===== src/pkg/ocr_pkg.sv =====
/*
 * Shared constants and types of the overcurrent response configuration slice.
 * Assumes a 100 MHz logic clock and byte-wide register access from the serial control port.
 */
package ocr_pkg;

    // ----------------------------------------------------------------
    // Register access widths and offsets
    // ----------------------------------------------------------------
    localparam int         ADDR_W           = 5;
    localparam int         DATA_W           = 8;
    localparam logic [4:0] OFS_FAULT_STATUS = 5'h00;
    localparam logic [4:0] OFS_CLEAR        = 5'h04;
    localparam logic [4:0] OFS_LOCK         = 5'h0D;
    localparam logic [4:0] OFS_OCR_CTRL     = 5'h0E;
    localparam logic [4:0] OFS_TUNE_A       = 5'h0F;
    localparam logic [4:0] OFS_TUNE_B       = 5'h10;
    localparam logic [4:0] OFS_TUNE_C       = 5'h10;

    // ----------------------------------------------------------------
    // Reset values
    // ----------------------------------------------------------------
    localparam logic [7:0] RST_OCR_CTRL     = 8'h00;
    localparam logic [7:0] RST_TUNE_A       = 8'h2A;
    localparam logic [7:0] RST_TUNE_B       = 8'h7F;
    localparam logic [7:0] RST_TUNE_C       = 8'h00;

    // ----------------------------------------------------------------
    // Field positions
    // ----------------------------------------------------------------
    localparam int         BIT_OVERTEMP_WARNING_TO_FAULT_PIN      = 6;
    localparam int         BIT_CBC          = 5;
    localparam int         BIT_DIS_LSB      = 2;
    localparam int         BIT_DIS_MSB      = 4;
    localparam int         BIT_MODE_LSB     = 0;
    localparam int         BIT_MODE_MSB     = 1;
    localparam int         BIT_LOCK_LSB     = 5;
    localparam int         BIT_LOCK_MSB     = 7;
    localparam int         BIT_CLEAR        = 7;
    localparam int         BIT_STAT_OCP     = 0;
    localparam int         BIT_STAT_OTW     = 1;
    localparam int         BIT_STAT_PH_LSB  = 2;
    localparam logic [2:0] LOCK_SET         = 3'h6;
    localparam logic [2:0] LOCK_CLR         = 3'h3;

    // ----------------------------------------------------------------
    // Timing
    // ----------------------------------------------------------------
    localparam int         CLK_MHZ          = 100;
    localparam int         RETRY_TIME_US    = 4000;
    localparam int         RETRY_CYCLES     = RETRY_TIME_US * CLK_MHZ;

    typedef enum logic [1:0] {
        OCR_LATCH  = 2'h0,
        OCR_RETRY  = 2'h1,
        OCR_REPORT = 2'h2,
        OCR_IGNORE = 2'h3
    } ocr_mode_t;

    typedef enum logic [3:0] {
        ST_IDLE    = 4'h1,
        ST_LATCHED = 4'h2,
        ST_RETRY   = 4'h4,
        ST_REPORT  = 4'h8
    } ocr_state_t;

endpackage


===== src/pkg/ocr_cfg_if.sv =====
/*
 * Carrier between the register storage and the fault controller.
 * Assumes the top module drives the write strobes and the clear pulse.
 */
`timescale 1ns/1ps
`default_nettype none
interface ocr_cfg_if;
    logic       wr_ctrl;
    logic       wr_tune_a;
    logic       wr_tune_b;
    logic       wr_lock;
    logic [7:0] wdata;
    logic [7:0] ctrl;
    logic [7:0] tune_a;
    logic [7:0] tune_b;
    logic [7:0] tune_c;
    logic       locked;
    logic [1:0] mode;
    logic       cbc;
    logic       overtemp_warning_to_fault_pin;
    logic [2:0] phase_dis;
    logic       clear_pulse;

    modport regs (input wr_ctrl, wr_tune_a, wr_tune_b, wr_lock, wdata,
                  output ctrl, tune_a, tune_b, tune_c, locked, mode, cbc, overtemp_warning_to_fault_pin, phase_dis);
    modport core (input mode, cbc, overtemp_warning_to_fault_pin, phase_dis, clear_pulse);
endinterface
`default_nettype wire


===== src/verilog/ocr_top.sv =====
/*
 * Overcurrent response configuration slice of a three-phase gate driver: the registers that
 * choose how a drain-source overcurrent is handled, the write lock, and the open-drain fault pin.
 * Assumes the serial control port delivers byte reads and writes as one-cycle strobes on this
 * clock, and that the monitor, PWM and warning inputs come asynchronously from the analog side.
 */
`timescale 1ns/1ps
`default_nettype none
module ocr_top #(
    parameter int RETRY_CYCLES = ocr_pkg::RETRY_CYCLES
) (
    // Clock and reset
    input  wire logic                      sys_clk_i,
    input  wire logic                      rst_i,
    // Register access from the serial control port
    input  wire logic                      reg_wr_i,
    input  wire logic                      reg_rd_i,
    input  wire logic [ocr_pkg::ADDR_W-1:0] reg_addr_i,
    input  wire logic [ocr_pkg::DATA_W-1:0] reg_wdata_i,
    output logic      [ocr_pkg::DATA_W-1:0] reg_rdata_o,
    output logic                           reg_rvalid_o,
    // Analog monitors and PWM inputs
    input  wire logic [2:0]                oc_high_i,
    input  wire logic [2:0]                oc_low_i,
    input  wire logic [2:0]                pwm_in_i,
    input  wire logic                      otw_i,
    // Gate control and fault pin
    output logic                           gate_shutdown_o,
    output logic                           ocp_fault_o,
    output logic                           fault_indicator_n_o,
    output logic                           fault_indicator_n_oe_o
);

    localparam int N_SYNC = 10;

    ocr_cfg_if cfg ();

    // ----------------------------------------------------------------
    // Input synchronisers
    // ----------------------------------------------------------------
    // A level only counts once the second and third stages agree, which also
    // rejects a single-cycle glitch on the comparator outputs.
    logic [N_SYNC-1:0] raw_in;
    logic [N_SYNC-1:0] sync_1;
    logic [N_SYNC-1:0] sync_2;
    logic [N_SYNC-1:0] sync_3;
    logic [N_SYNC-1:0] filt;

    assign raw_in = {otw_i, pwm_in_i, oc_low_i, oc_high_i};

    genvar gi;
    generate
        for (gi = 0; gi < N_SYNC; gi++) begin : g_sync
            always_ff @(posedge sys_clk_i) begin
                if (rst_i) begin
                    sync_1[gi] <= 1'b0;
                    sync_2[gi] <= 1'b0;
                    sync_3[gi] <= 1'b0;
                    filt[gi]   <= 1'b0;
                end else begin
                    sync_1[gi] <= raw_in[gi];
                    sync_2[gi] <= sync_1[gi];
                    sync_3[gi] <= sync_2[gi];
                    if (sync_2[gi] == sync_3[gi]) begin
                        filt[gi] <= sync_3[gi];
                    end
                end
            end
        end
    endgenerate

    logic [2:0] oc_phase;
    logic [2:0] pwm_f;
    logic [2:0] pwm_prev;
    logic       otw_f;
    logic       pwm_event;

    // Both transistors of a phase share that phase's monitor mask.
    assign oc_phase  = filt[2:0] | filt[5:3];
    assign pwm_f     = filt[8:6];
    assign otw_f     = filt[9];
    assign pwm_event = |(pwm_f & ~pwm_prev);

    always_ff @(posedge sys_clk_i) begin
        if (rst_i) begin
            pwm_prev <= 3'h0;
        end else begin
            pwm_prev <= pwm_f;
        end
    end

    // ----------------------------------------------------------------
    // Address decode and write gating
    // ----------------------------------------------------------------
    logic hit_status;
    logic hit_clear;
    logic hit_lock;
    logic hit_ctrl;
    logic hit_tune_a;
    logic hit_tune_b;
    logic wr_open;

    assign hit_status = (reg_addr_i == ocr_pkg::OFS_FAULT_STATUS);
    assign hit_clear  = (reg_addr_i == ocr_pkg::OFS_CLEAR);
    assign hit_lock   = (reg_addr_i == ocr_pkg::OFS_LOCK);
    assign hit_ctrl   = (reg_addr_i == ocr_pkg::OFS_OCR_CTRL);
    assign hit_tune_a = (reg_addr_i == ocr_pkg::OFS_TUNE_A);
    assign hit_tune_b = (reg_addr_i == ocr_pkg::OFS_TUNE_B);
    assign wr_open    = reg_wr_i & ~cfg.locked;

    assign cfg.wdata       = reg_wdata_i;
    assign cfg.wr_ctrl     = wr_open & hit_ctrl;
    assign cfg.wr_tune_a   = wr_open & hit_tune_a;
    assign cfg.wr_tune_b   = wr_open & hit_tune_b;
    assign cfg.wr_lock     = reg_wr_i & hit_lock;
    assign cfg.clear_pulse = reg_wr_i & hit_clear & reg_wdata_i[ocr_pkg::BIT_CLEAR];

    // ----------------------------------------------------------------
    // Storage and response
    // ----------------------------------------------------------------
    ocr_pkg::ocr_state_t fc_state;
    logic                fc_gate_off;
    logic                fc_report;
    logic                fc_oc_hit;

    ocr_regfile u_regfile (
        .sys_clk_i (sys_clk_i),
        .rst_i     (rst_i),
        .cfg       (cfg.regs)
    );

    ocr_fault_ctl #(
        .RETRY_CYCLES (RETRY_CYCLES)
    ) u_fault_ctl (
        .sys_clk_i   (sys_clk_i),
        .rst_i       (rst_i),
        .cfg         (cfg.core),
        .oc_phase_i  (oc_phase),
        .pwm_event_i (pwm_event),
        .state_o     (fc_state),
        .gate_off_o  (fc_gate_off),
        .report_o    (fc_report),
        .oc_hit_o    (fc_oc_hit)
    );

    // ----------------------------------------------------------------
    // Read path
    // ----------------------------------------------------------------
    logic [7:0] status_val;
    logic [7:0] lock_val;
    logic [7:0] rd_mux;

    assign status_val = {3'h0, oc_phase & ~cfg.phase_dis, otw_f, fc_report};
    assign lock_val   = {(cfg.locked ? ocr_pkg::LOCK_SET : ocr_pkg::LOCK_CLR), 5'h00};
    assign rd_mux     = hit_status ? status_val :
                        hit_lock   ? lock_val   :
                        hit_ctrl   ? cfg.ctrl   :
                        hit_tune_a ? cfg.tune_a :
                        hit_tune_b ? cfg.tune_b : 8'h00;

    always_ff @(posedge sys_clk_i) begin
        if (rst_i) begin
            reg_rdata_o  <= 8'h00;
            reg_rvalid_o <= 1'b0;
        end else begin
            reg_rvalid_o <= reg_rd_i;
            if (reg_rd_i) begin
                reg_rdata_o <= rd_mux;
            end
        end
    end

    // ----------------------------------------------------------------
    // Gate and fault pin outputs
    // ----------------------------------------------------------------
    // The pin is open drain: it is only ever pulled low, the external pull-up
    // provides the high level, so the data output stays at zero.
    logic next_fault_oe;

    assign next_fault_oe = fc_report | (otw_f & cfg.overtemp_warning_to_fault_pin);

    always_ff @(posedge sys_clk_i) begin
        if (rst_i) begin
            gate_shutdown_o        <= 1'b0;
            ocp_fault_o            <= 1'b0;
            fault_indicator_n_o    <= 1'b0;
            fault_indicator_n_oe_o <= 1'b0;
        end else begin
            gate_shutdown_o        <= fc_gate_off;
            ocp_fault_o            <= fc_report;
            fault_indicator_n_o    <= 1'b0;
            fault_indicator_n_oe_o <= next_fault_oe;
        end
    end
endmodule
`default_nettype wire


===== src/verilog/ocr_regfile.sv =====
/*
 * Configuration register storage and the write lock.
 * Assumes decoded write strobes arrive already gated by the lock where needed.
 */
`timescale 1ns/1ps
`default_nettype none
module ocr_regfile (
    // Clock and reset
    input  wire logic sys_clk_i,
    input  wire logic rst_i,
    // Configuration carrier
    ocr_cfg_if.regs   cfg
);

    logic [2:0] lock_wr;

    assign lock_wr = cfg.wdata[ocr_pkg::BIT_LOCK_MSB:ocr_pkg::BIT_LOCK_LSB];

    // ----------------------------------------------------------------
    // Storage
    // ----------------------------------------------------------------
    always_ff @(posedge sys_clk_i) begin
        if (rst_i) begin
            cfg.ctrl   <= ocr_pkg::RST_OCR_CTRL;
            cfg.tune_a <= ocr_pkg::RST_TUNE_A;
            cfg.tune_b <= ocr_pkg::RST_TUNE_B;
            cfg.tune_c <= ocr_pkg::RST_TUNE_C;
        end else begin
            if (cfg.wr_ctrl) begin
                cfg.ctrl <= cfg.wdata;
            end
            if (cfg.wr_tune_a) begin
                cfg.tune_a <= cfg.wdata;
            end
            if (cfg.wr_tune_b) begin
                cfg.tune_b <= cfg.wdata;
                cfg.tune_c <= cfg.wdata;
            end
        end
    end

    // Patterns other than the two codes leave the lock as it stands.
    always_ff @(posedge sys_clk_i) begin
        if (rst_i) begin
            cfg.locked <= 1'b0;
        end else if (cfg.wr_lock && lock_wr == ocr_pkg::LOCK_SET) begin
            cfg.locked <= 1'b1;
        end else if (cfg.wr_lock && lock_wr == ocr_pkg::LOCK_CLR) begin
            cfg.locked <= 1'b0;
        end
    end

    // ----------------------------------------------------------------
    // Field views
    // ----------------------------------------------------------------
    assign cfg.mode      = cfg.ctrl[ocr_pkg::BIT_MODE_MSB:ocr_pkg::BIT_MODE_LSB];
    assign cfg.cbc       = cfg.ctrl[ocr_pkg::BIT_CBC];
    assign cfg.overtemp_warning_to_fault_pin   = cfg.ctrl[ocr_pkg::BIT_OVERTEMP_WARNING_TO_FAULT_PIN];
    assign cfg.phase_dis = cfg.ctrl[ocr_pkg::BIT_DIS_MSB:ocr_pkg::BIT_DIS_LSB];

endmodule
`default_nettype wire


===== src/verilog/ocr_fault_ctl.sv =====
/*
 * Drain-source overcurrent response state machine.
 * Assumes monitor inputs are already synchronised and the clear pulse lasts one cycle.
 */
`timescale 1ns/1ps
`default_nettype none
module ocr_fault_ctl #(
    parameter int RETRY_CYCLES = ocr_pkg::RETRY_CYCLES
) (
    // Clock and reset
    input  wire logic                 sys_clk_i,
    input  wire logic                 rst_i,
    // Configuration
    ocr_cfg_if.core                   cfg,
    // Monitor events
    input  wire logic [2:0]           oc_phase_i,
    input  wire logic                 pwm_event_i,
    // Response
    output var  ocr_pkg::ocr_state_t  state_o,
    output logic                      gate_off_o,
    output logic                      report_o,
    output logic                      oc_hit_o
);

    localparam int CNT_W = (RETRY_CYCLES > 1) ? $clog2(RETRY_CYCLES) : 1;

    ocr_pkg::ocr_state_t state;
    ocr_pkg::ocr_state_t next_state;
    ocr_pkg::ocr_mode_t  mode_sel;
    logic [CNT_W-1:0]    retry_cnt;
    logic [CNT_W-1:0]    next_retry_cnt;
    logic                oc_hit;
    logic                retry_done;
    logic                cbc_clear;
    logic                release_retry;
    logic                release_clear;

    assign mode_sel      = ocr_pkg::ocr_mode_t'(cfg.mode);
    assign oc_hit        = |(oc_phase_i & ~cfg.phase_dis);
    assign retry_done    = (retry_cnt == '0);
    assign cbc_clear     = cfg.cbc & pwm_event_i;
    // A detection in the same cycle as any clear keeps the fault standing.
    assign release_retry = (retry_done | cbc_clear | cfg.clear_pulse) & ~oc_hit;
    assign release_clear = cfg.clear_pulse & ~oc_hit;

    always_comb begin
        next_state     = state;
        next_retry_cnt = retry_cnt;
        case (state)
            ocr_pkg::ST_IDLE: begin
                if (oc_hit) begin
                    case (mode_sel)
                        ocr_pkg::OCR_LATCH:  next_state = ocr_pkg::ST_LATCHED;
                        ocr_pkg::OCR_RETRY: begin
                            next_state     = ocr_pkg::ST_RETRY;
                            next_retry_cnt = CNT_W'(RETRY_CYCLES - 1);
                        end
                        ocr_pkg::OCR_REPORT: next_state = ocr_pkg::ST_REPORT;
                        default:             next_state = ocr_pkg::ST_IDLE;
                    endcase
                end
            end
            ocr_pkg::ST_LATCHED: begin
                if (release_clear) begin
                    next_state = ocr_pkg::ST_IDLE;
                end
            end
            ocr_pkg::ST_RETRY: begin
                if (release_retry) begin
                    next_state = ocr_pkg::ST_IDLE;
                end else if (!retry_done) begin
                    next_retry_cnt = retry_cnt - 1'b1;
                end
            end
            ocr_pkg::ST_REPORT: begin
                if (release_clear) begin
                    next_state = ocr_pkg::ST_IDLE;
                end
            end
            default: next_state = ocr_pkg::ST_IDLE;
        endcase
    end

    always_ff @(posedge sys_clk_i) begin
        if (rst_i) begin
            state     <= ocr_pkg::ST_IDLE;
            retry_cnt <= '0;
        end else begin
            state     <= next_state;
            retry_cnt <= next_retry_cnt;
        end
    end

    assign state_o    = state;
    assign gate_off_o = (state == ocr_pkg::ST_LATCHED) | (state == ocr_pkg::ST_RETRY);
    assign report_o   = gate_off_o | (state == ocr_pkg::ST_REPORT);
    assign oc_hit_o   = oc_hit;

endmodule
`default_nettype wire


===== config.mk =====
export PLATFORM = sky130hd
export DESIGN_NAME = ocr_top
export DESIGN_NICKNAME = d
export VERILOG_FILES = /design/src/pkg/ocr_pkg.sv /design/src/pkg/ocr_cfg_if.sv /design/src/verilog/ocr_top.sv /design/src/verilog/ocr_regfile.sv /design/src/verilog/ocr_fault_ctl.sv
export SDC_FILE = /design/constraint.sdc
export NUM_CORES = 1
export LEC_CHECK = 0
export ABC_AREA = 0
export BUFFER_PORTS_ARGS = -buffer_cell sky130_fd_sc_hd__buf_4
export CORE_MARGIN = 5
export CORE_UTILIZATION = 40
export DETAILED_ROUTE_END_ITERATION = 16
export SYNTH_ARGS = -nofsm -noshare
export SYNTH_HDL_FRONTEND = slang
export SYNTH_SLANG_ARGS = --single-unit

===== constraint.sdc =====
create_clock -name sys_clk_i -period 2.1 [get_ports sys_clk_i]
set_input_delay 0.42 -clock sys_clk_i [delete_from_list [all_inputs] [get_ports sys_clk_i]]
set_output_delay 0.42 -clock sys_clk_i [all_outputs]
set_load 0.03 [all_outputs]

==> results.json, run 1 <==
{
  "run_status": "complete, no violations",
  "synth.yosys.warnings": 0,
  "cts_buffer_depth": 2,
  "antenna_found_initial": 0,
  "cts_tree": "yes",
  "ir_drop_v": 0.0004822,
  "htree_num_levels": 3,
  "cap_viol_max_count": 0,
  "via_per_inst": 5.450,
  "num_io_pins": 40,
  "hold_crit_path_type": "in2reg",
  "ys.flop_type": "dfxtp_1",
  "power.density_mw_per_mm2": 712.7,
  "syn_area_mm2": 0.004378,
  "path_max_fanout": 8,
  "wire_length_of_the_first_global_routing_pass_mm": 17.55,
  "max_clock_freq_mhz": 496.0,
  "dpl.hpwl_mm": 7.338,
  "grt_start_max_net_pins": 41,
  "cp-end-kind": "flip-flop",
  "core_rows": 38,
  "timing.final.hold_violations": 0,
  "cts.reportedPaths.clkPinSlew_ns": 0.10,
  "layout.nets": 556,
  "power_leakage_nw": 1.968,
  "chipWidth_um": 114.6,
  "grt.total_usage_pct": 16.69,
  "syn-mean-instance-area_um2": 9.159,
  "detail_route.drc_violations": 0,
  "setup_repair_after_global_routing_missed_its_margin": "yes",
  "final.period_utilization_pct": 96.01,
  "cts_made_buffers": 9,
  "antenna_left": 0,
  "crit_arrival_ns": 2.30,
  "antenna-diode-count": 0,
  "root_buffer_cell": "clkbuf_8",
  "worst_hold_slack_ns": 0.2524,
  "asyncSetResetFlopFracSynth_pct": 0,
  "finalWirelength_mm": 10.53,
  "cpMaxStageDelayCell": "or3b_4",
  "grt_remaining_overflow": 0,
  "first_global_vias": 3536,
  "skew_ns": 0.01184,
  "vias": 3668,
  "critPathRequiredTime_ns": 2.39,
  "mostFrequentLayoutCells": "dfxtp_1, buf_4, nor2b_1",
  "place_congestion": 0.8640,
  "worstPathCellList": "inv_1, ha_2, or3b_4, nor3_4, a21oi_2, and3_4, a221oi_1",
  "start_util_pct": 40.56,
  "synthDistinctLibCells": 65,
  "timing.max_slew.rel_slack_pct": 66.23,
  "slew_at_the_pin_with_the_worst_max_slew_slack_ns": 0.5053,
  "synth_edf_count": 0,
  "design.die.area_mm2": 0.01314,
  "final.min_clock_period_ns": 2.016,
  "crit_path_max_incr_delay_ns": 0.40,
  "path_class": "reg2reg",
  "die-height_um": 114.6,
  "finalPower_mw": 3.692,
  "postLayoutCoreUtil_pct": 47.99,
  "post_route_cells_drive_above_1_share_pct": 21.76,
  "ys_seq_area_share_pct": 47.10,
  "synth_nets": 506,
  "syn_inst": 478,
  "setup_ws_ns": 0.08382,
  "first_iter_violations": 358,
  "first_pass_iters": 4,
  "synth-seq-cells": 103,
  "setup_violations_final": 0,
  "setup_ws_pre_cts_ns": -0.08639,
  "regToRegSetupSlack_ns": 0.08,
  "cp_num_buf_inv": 1,
  "clkLatencyLatePin_ns": 0.37,
  "mostFrequentLayoutCell": "dfxtp_1",
  "critical_path.startpoint_type": "flip-flop",
  "port_buffers": 38,
  "wl_cell_um": 15.64,
  "core-area_mm2": 0.01079,
  "synth_to_layout_area_growth_pct": 18.32,
  "cts_hold_repair.buffers": 0,
  "maxSlewViolCount": 0,
  "tritoncts_num_sinks": 103,
  "cpLargestDelayFamily": "simple AND/OR/NAND/NOR gates"
}
[metal layers]
metal | vias to the layer above | track usage [%] | share of wire, % | routed length, um
li1 | 1837 | - | - | -
met2 | 63 | 25.11 | 45 | 4790
met3 | 11 | 3.805 | 3.6 | 382
met1 | 1757 | 23.44 | 50 | 5241
met5 | - | 0 | 0 | 0
met4 | 0 | 5.859 | 1.1 | 115
[where the power goes]
part	leakage (nW)	internal (mW)	total [mW]	switching (mW)
clock network	0.0879	0.475	1.17	0.690
registers	0.837	2.01	2.05	0.0467
logic	1.04	0.219	0.473	0.254
total	1.97	2.70	3.69	0.991
[kinds of logic after synthesis]
logic type,Yosys count,synth area share (%)
XOR/XNOR,2,0.4002
adder cells (fa/ha/maj),1,0.2858
AO/OA/AOI/OAI,131,20.92
buffers and inverters,37,3.830
multiplexers,18,4.115
AND/OR/NAND/NOR,185,23.26
flip-flops,103,47.10
other,1,0.08566
[synthesized netlist by cell type (4+ instances only)]
cell type | number | area (um2)
dfxtp_1 | 103 | 2062
nor2b_1 | 45 | 281.5
nand2_1 | 43 | 161.4
nor2_1 | 33 | 123.9
a21oi_1 | 31 | 155.2
o21ai_0 | 27 | 135.1
clkbuf_1 | 22 | 82.58
mux2i_1 | 18 | 180.2
a311oi_1 | 12 | 105.1
nand3_1 | 11 | 55.05
a31oi_1 | 10 | 62.56
nand4_1 | 7 | 43.79
nor4_1 | 7 | 43.79
inv_1 | 6 | 22.52
nor3_1 | 6 | 30.03
a32o_1 | 5 | 50.05
o21bai_1 | 5 | 37.54
a211oi_1 | 4 | 30.03
a311oi_2 | 4 | 60.06
nand2b_1 | 4 | 25.02
o2bb2ai_1 | 4 | 35.03
or2_2 | 4 | 25.02
[final timing paths]
| path | startpoint | endpoint | depth (start not counted) |
|---|---|---|---|
| worst max-delay path | u_fault_ctl.retry_cnt[1] | u_fault_ctl.retry_cnt[1] | 7 |
| worst min-delay path | oc_high_i[0] | sync_1[0] | 2 |
| worst max register to register | u_fault_ctl.retry_cnt[1] | u_fault_ctl.retry_cnt[1] | 7 |
| worst min register to register | sync_1[6] | sync_2[6] | 1 |
[through the flow]
stage               cell area [um2]  TNS (ns)  instances
CTS                            5114         0        671
floorplan                      4389         0        478
detailed placement             4931   -0.4855        655
finish                         5180         0        673
global placement               4931         0        655
global route                   5180  -0.05543        673
[final cells by class]
class / count / area [um2]
Clock inverter: 5 / 40.04
Clock buffer: 11 / 141.4
Inverter: 7 / 26.28
Fill cell: 1031 / 5613
Multi-Input combinational cell: 339 / 2225
Sequential cell: 103 / 2062
Tap cell: 140 / 175.2
Timing Repair Buffer: 68 / 510.5
[what timing repair did]
item,4_1_cts,5_1_grt
gates resized for setup,1,10
setup buffers,0,1
gates cloned,0,1
setup endpoints to repair,14,14
pin swaps,0,2
[flip-flops by register name, indices dropped and copies added (netlist names), 3 cells and up]
name and flops:
u_regfile.cfg.ctrl 8, pwm_prev 3, u_regfile.cfg.tune_b 8, filt 9, u_regfile.cfg.tune_a 8, u_fault_ctl.retry_cnt 19
sync_3 10, sync_2 10, u_fault_ctl.state_o 4, reg_rdata_o 8, sync_1 10
[worst reg2reg max path, stage by stage (launching register included)]
cell	delay (ns)
dfxtp_1	0.34
inv_1	0.08
ha_2	0.20
or3b_4	0.40
nor3_4	0.27
a21oi_2	0.14
and3_4	0.23
a221oi_1	0.27
No activity file was read; power rests on OpenSTA's default activity.
==> inputs of run 2 (changes only) <==
--- a/config.mk
+++ b/config.mk
@@ -10,6 +10,7 @@
 export CORE_MARGIN = 5
 export CORE_UTILIZATION = 40
 export DETAILED_ROUTE_END_ITERATION = 16
+export REMOVE_ABC_BUFFERS = 1
 export SYNTH_ARGS = -nofsm -noshare
 export SYNTH_HDL_FRONTEND = slang
 export SYNTH_SLANG_ARGS = --single-unit
==> run 2 against run 1 <==
Against the previous run: count of clock-buffer cells in the layout fell by 2; highest routed layer unchanged; flip-flop and latch count did not move; wire length fell by 1.5%; via count fell by 0.30%; final area rose by 0.77%; utilization rose by 0.37 points; fmax rose by 2.1%; sequential share of layout area fell by 0.31 points; non-clock buffer count rose by 5; setup slack improved by 0.042 ns; total power rose by 0.22%.
==> results.json, run 2 (synthesized netlist as in run 1, its figures left out) <==
{
  "core_rows": 38,
  "antenna-diode-count": 0,
  "cap_viol_max_count": 0,
  "first_iter_violations": 363,
  "timing.final.hold_violations": 0,
  "clkLatencyLatePin_ns": 0.37,
  "cpMaxStageDelayCell": "or3b_1",
  "hold_crit_path_type": "in2reg",
  "largest_register_ffs": 19,
  "antenna_found_initial": 0,
  "htree_num_levels": 3,
  "cp-end-kind": "flip-flop",
  "grt_start_max_net_pins": 68,
  "wire_length_of_the_first_global_routing_pass_mm": 17.17,
  "final.period_utilization_pct": 94.01,
  "place_congestion": 0.8605,
  "n_fill_cell": 1042,
  "crit_arrival_ns": 2.24,
  "start_util_pct": 40.56,
  "chipWidth_um": 114.6,
  "max_clock_freq_mhz": 506.5,
  "path_class": "reg2reg",
  "final.min_clock_period_ns": 1.974,
  "wl_cell_um": 15.32,
  "ir_drop_v": 0.0004268,
  "die-height_um": 114.6,
  "setup_violations_final": 0,
  "cts.reportedPaths.clkPinSlew_ns": 0.10,
  "crit_path_max_incr_delay_ns": 0.42,
  "cts_made_buffers": 9,
  "grt_remaining_overflow": 0,
  "power_leakage_nw": 1.993,
  "dpl.hpwl_mm": 7.261,
  "root_buffer_cell": "clkbuf_8",
  "antenna_left": 0,
  "slew_at_the_pin_with_the_worst_max_slew_slack_ns": 0.5486,
  "maxSlewViolCount": 0,
  "first_global_vias": 3494,
  "layout.nets": 561,
  "critical_path.startpoint_type": "flip-flop",
  "finalPower_mw": 3.700,
  "run_status": "complete, no violations",
  "first_pass_iters": 5,
  "finalWirelength_mm": 10.37,
  "mostFrequentLayoutCell": "dfxtp_1",
  "design.die.area_mm2": 0.01314,
  "cts_tree": "yes",
  "timing.max_slew.rel_slack_pct": 63.20,
  "mostFrequentLayoutCells": "dfxtp_1, buf_4, nor2b_1",
  "cts_buffer_depth": 2,
  "via_per_inst": 5.402,
  "worst_hold_slack_ns": 0.2598,
  "vias": 3657,
  "num_io_pins": 40,
  "detail_route.drc_violations": 0,
  "setup_repair_after_global_routing_missed_its_margin": "no",
  "core-area_mm2": 0.01079,
  "port_buffers": 38,
  "path_max_fanout": 5,
  "worstPathCellList": "inv_1, ha_1, or3b_1, buf_4, o41ai_1, nand3_1, a32o_1",
  "skew_ns": 0.01058,
  "post_route_cells_drive_above_1_share_pct": 21.42,
  "grt.total_usage_pct": 16.15,
  "power.density_mw_per_mm2": 708.8,
  "postLayoutCoreUtil_pct": 48.37,
  "synth_to_layout_area_growth_pct": 19.23,
  "critPathRequiredTime_ns": 2.37,
  "registers.top_by_ff_count": "u_fault_ctl.retry_cnt",
  "tritoncts_num_sinks": 103
}
run 2: worst paths after layout:
kind         slack [ns]                         to                     start  cells past startpoint
max                0.13  u_fault_ctl.retry_cnt[10]  u_fault_ctl.retry_cnt[1]                      7
min                0.26                  sync_1[2]              oc_high_i[2]                      2
max reg2reg        0.13  u_fault_ctl.retry_cnt[10]  u_fault_ctl.retry_cnt[1]                      7
min reg2reg        0.44                  sync_2[3]                 sync_1[3]                      1
run 2: cell type report:
| class | count | area (um2) | share of cell area, % |
|---|---|---|---|
| multi-input combinational | 339 | 2207 | 42.28 |
| sequential | 103 | 2062 | 39.50 |
| timing repair buffer | 73 | 573.1 | 10.98 |
| tap | 140 | 175.2 | 3.356 |
| clock buffer | 9 | 123.9 | 2.373 |
| clock inverter | 6 | 52.55 | 1.007 |
| inverter | 7 | 26.28 | 0.5034 |
run 2: stage by stage:
| step | area (um2) | TNS, ns | std cells | setup WS, ns |
|---|---|---|---|---|
| 6_report | 5220 | 0 | 677 | 0.1257 |
| 3_5_place_dp | 4976 | -0.1135 | 659 | -0.09126 |
| 3_3_place_gp | 4976 | 0 | 659 | 0.07078 |
| 2_1_floorplan | 4237 | -18.36 | 448 | -0.8890 |
| 4_1_cts | 5159 | 0 | 674 | 0.01056 |
| 5_1_grt | 5220 | 0 | 677 | 0.0007088 |
run 2: where the power goes:
group	switching, mW	leakage (nW)	total, mW	internal [mW]
logic	0.263	1.07	0.480	0.217
clock network	0.719	0.0899	1.17	0.448
registers	0.0454	0.837	2.05	2.01
run 2: worst max-delay path, delay by kind of cell (launching register included):
family / cells / cell delay [ns]
and+or+nand+nor: 2 / 0.54
buffers and inverters: 2 / 0.26
AOI/OAI and AO/OA: 2 / 0.56
DFF: 1 / 0.34
adders and majority gates: 1 / 0.19
run 2: repair_timing:
action                     CTS  global route
pin swaps                    1             2
setup endpoints to repair    2            17
resized for setup            1             7
buffers inserted             0             2
hold buffers                 0             0
gates cloned                 0             1
run 2: metal layers:
metal / wire length [um] / share of wire (%) / vias up / GRT usage [%]
li1: - / - / 1847 / -
met3: 347 / 3.3 / 9 / 3.277
met1: 5109 / 49 / 1722 / 22.68
met4: 97 / 0.94 / 0 / 4.434
met5: 0 / 0 / - / 0
met2: 4817 / 46 / 79 / 25.18
==> inputs of run 3 (changes only) <==
--- a/config.mk
+++ b/config.mk
@@ -5,7 +5,7 @@
 export SDC_FILE = /design/constraint.sdc
 export NUM_CORES = 1
 export LEC_CHECK = 0
-export ABC_AREA = 0
+export ABC_AREA = 1
 export BUFFER_PORTS_ARGS = -buffer_cell sky130_fd_sc_hd__buf_4
 export CORE_MARGIN = 5
 export CORE_UTILIZATION = 40
==> run 3 against run 2 <==
Against the previous run: register-to-register slack gained 0.19 ns; wire length down 0.94%; worst hold slack gained 0.0093 ns; non-clock buffer count is 23 lower; synthesized area rose by 3.6%; setup slack improved by 0.19 ns; critical endpoint is now u_fault_ctl.retry_cnt[18]; largest power group is now combinational logic; highest routed layer unchanged.
==> results.json, run 3 <==
{
  "run_status": "complete, no violations",
  "antenna_left": 0,
  "antenna_found_initial": 0,
  "registers.top_by_ff_count": "u_fault_ctl.retry_cnt",
  "synth-seq-cells": 103,
  "cts_buffer_depth": 2,
  "grt_start_max_net_pins": 57,
  "core-area_mm2": 0.01098,
  "wire_length_of_the_first_global_routing_pass_mm": 17.62,
  "power_report.internal_total_mw": 4.052,
  "core_rows": 38,
  "wl_cell_um": 12.23,
  "power.share.switching_pct": 40.71,
  "final_design_area_no_fill_mm2": 0.005284,
  "layout.nets": 723,
  "synth_edf_count": 0,
  "die-height_um": 116.5,
  "netlist_top_cells_area": "dfxtp_1, nand2_1, nor2_1, inv_1, nand3_1",
  "syn_inst": 655,
  "timing.max_slew.rel_slack_pct": 61.70,
  "critical_path.startpoint_type": "flip-flop",
  "clockPowerShare_pct": 24.4,
  "first_iter_violations": 306,
  "cp-end-kind": "flip-flop",
  "final.setup.tns_ns": 0,
  "synth_area_leader_cell": "dfxtp_1",
  "detail_route.drc_violations": 0,
  "largest_register_ffs": 19,
  "power_leakage_nw": 2.393,
  "ys_seq_area_share_pct": 45.45,
  "cts_hold_repair.buffers": 0,
  "setup_violations_final": 0,
  "design.die.area_mm2": 0.01357,
  "htree_num_levels": 3,
  "asyncSetResetFlopFracSynth_pct": 0,
  "power.share.sequential_pct": 35.3,
  "cts.reportedPaths.clkPinSlew_ns": 0.07,
  "tritoncts_num_sinks": 103,
  "placed_area_mm2": 0.004969,
  "post_route_cells_drive_above_1_share_pct": 14.71,
  "skew_ns": 0.008108,
  "logic_gate_share_of_total_power_pct": 40.2,
  "setup_repair_after_global_routing_missed_its_margin": "no",
  "dpl.hpwl_mm": 7.238,
  "syn-mean-instance-area_um2": 6.926,
  "grt.total_usage_pct": 16.30,
  "num_io_pins": 40,
  "n_fill_cell": 1103,
  "final.min_clock_period_ns": 1.783,
  "antenna-diode-count": 0,
  "final.period_utilization_pct": 84.90,
  "ys.flop_type": "dfxtp_1",
  "final-instance-count-excl-fill": 840,
  "synthDistinctLibCells": 31,
  "chipWidth_um": 116.5,
  "path_max_fanout": 22,
  "first_global_vias": 3783,
  "cts_tree": "yes",
  "vias": 4040,
  "first_pass_iters": 5,
  "slew_at_the_pin_with_the_worst_max_slew_slack_ns": 0.5745,
  "port_buffers": 38,
  "critPathRequiredTime_ns": 2.35,
  "synth_to_layout_area_growth_pct": 16.46,
  "syn_area_mm2": 0.004537,
  "regToRegSetupSlack_ns": 0.32,
  "max_clock_freq_mhz": 560.9,
  "timing.final.hold_violations": 0,
  "start_util_pct": 41.31,
  "mostFrequentLayoutCells": "nand2_1, nor2_1, dfxtp_1",
  "register_area_mm2": 0.002062,
  "numPlacedInstances": 822,
  "ir_drop_v": 0.0007874,
  "synth_top_area_share_pct": 45.45,
  "maxSlewViolCount": 0,
  "place_congestion": 0.8254,
  "hold_crit_path_type": "in2reg",
  "finalWirelength_mm": 10.27,
  "path_class": "reg2reg",
  "clkLatencyLatePin_ns": 0.35,
  "root_buffer_cell": "clkbuf_16",
  "net_switching_power_figure_mw": 2.782,
  "grt_remaining_overflow": 0,
  "crit_arrival_ns": 2.03,
  "mostFrequentLayoutCell": "nand2_1",
  "cts_made_buffers": 9,
  "synth.yosys.warnings": 0,
  "multi_input_comb_area_mm2": 0.001957,
  "synth.most_common_cell": "nand2_1",
  "most_frequent_cells_after_synthesis": "nand2_1, nor2_1, dfxtp_1, inv_1, nand3_1",
  "via_per_inst": 4.810,
  "power.density_mw_per_mm2": 1293,
  "cap_viol_max_count": 0
}
-- run 3: layout make-up --
type,instances,share of cell area [%]
Clock inverter,4,0.6394
Sequential cell,103,39.02
Inverter,107,7.601
Multi-Input combinational cell,424,37.04
Timing Repair Buffer,50,7.341
Clock buffer,12,5.044
Tap cell,140,3.315
-- run 3: worst max-delay path: stages, from the launching register on --
cell and delay, ns:
dfxtp_1 0.31, inv_1 0.10, ha_1 0.22, nand2_2 0.10
nor2_4 0.17, nand3_2 0.13, nand2_2 0.10, nand3_1 0.11
nand3_2 0.10, buf_12 0.16, nand2_1 0.06, nand2_1 0.06
nor2_1 0.04
-- run 3: final timing paths --
path | startpoint | endpoint | cells past startpoint
setup / recovery | u_fault_ctl.retry_cnt[0] | u_fault_ctl.retry_cnt[18] | 12
hold reg to reg | sync_1[1] | sync_2[1] | 2
setup reg to reg | u_fault_ctl.retry_cnt[0] | u_fault_ctl.retry_cnt[18] | 12
hold / removal | pwm_in_i[1] | sync_1[7] | 3
-- run 3: power by group through the flow --
stage          combinational [mW]  clock [mW]  sequential [mW]
3_3_place_gp                 2.65           0             2.45
6_report                     2.75        1.67             2.41
2_1_floorplan                2.06           0             2.42
5_1_grt                      3.14        1.81             2.46
3_5_place_dp                 2.70           0             2.45
4_1_cts                      2.72        1.72             2.41
-- run 3: repair_timing --
| action | CTS | global route |
|---|---|---|
| resized for setup | 0 | 0 |
| setup buffers | 0 | 2 |
| setup endpoints to repair | 0 | 8 |
-- run 3: cells by family after synthesis --
kind of cell | count (synthesis) | synth area share, %
AOI/OAI and AO/OA | 99 | 11.64
adders and majority gates | 1 | 0.2757
buffers and inverters | 128 | 11.42
DFF | 103 | 45.45
other | 1 | 0.08266
and+or+nand+nor | 323 | 31.14
-- run 3: routing by layer --
layer  global-route usage [%]  vias up  wire length, um
li1                         -     2120                -
met3                    4.663       16              485
met4                    5.336        0              176
met2                    26.16       98             4822
met1                    21.17     1806             4789
met5                        0        -                0
-- run 3: metrics by stage --
| step | setup WS (ns) | util [%] | total power, mW | hold WS, ns |
|---|---|---|---|---|
| after floorplan | 0.2735 | - | 4.486 | 0.3883 |
| after global placement | 0.2003 | 45.24 | 5.096 | 0.3902 |
| after detailed placement | 0.1659 | 45.24 | 5.146 | 0.3935 |
| after CTS | 0.1400 | 47.97 | 6.843 | 0.2596 |
| after global routing | 0.1321 | 48.11 | 7.408 | 0.2606 |
| final | 0.3171 | 48.11 | 6.834 | 0.2691 |
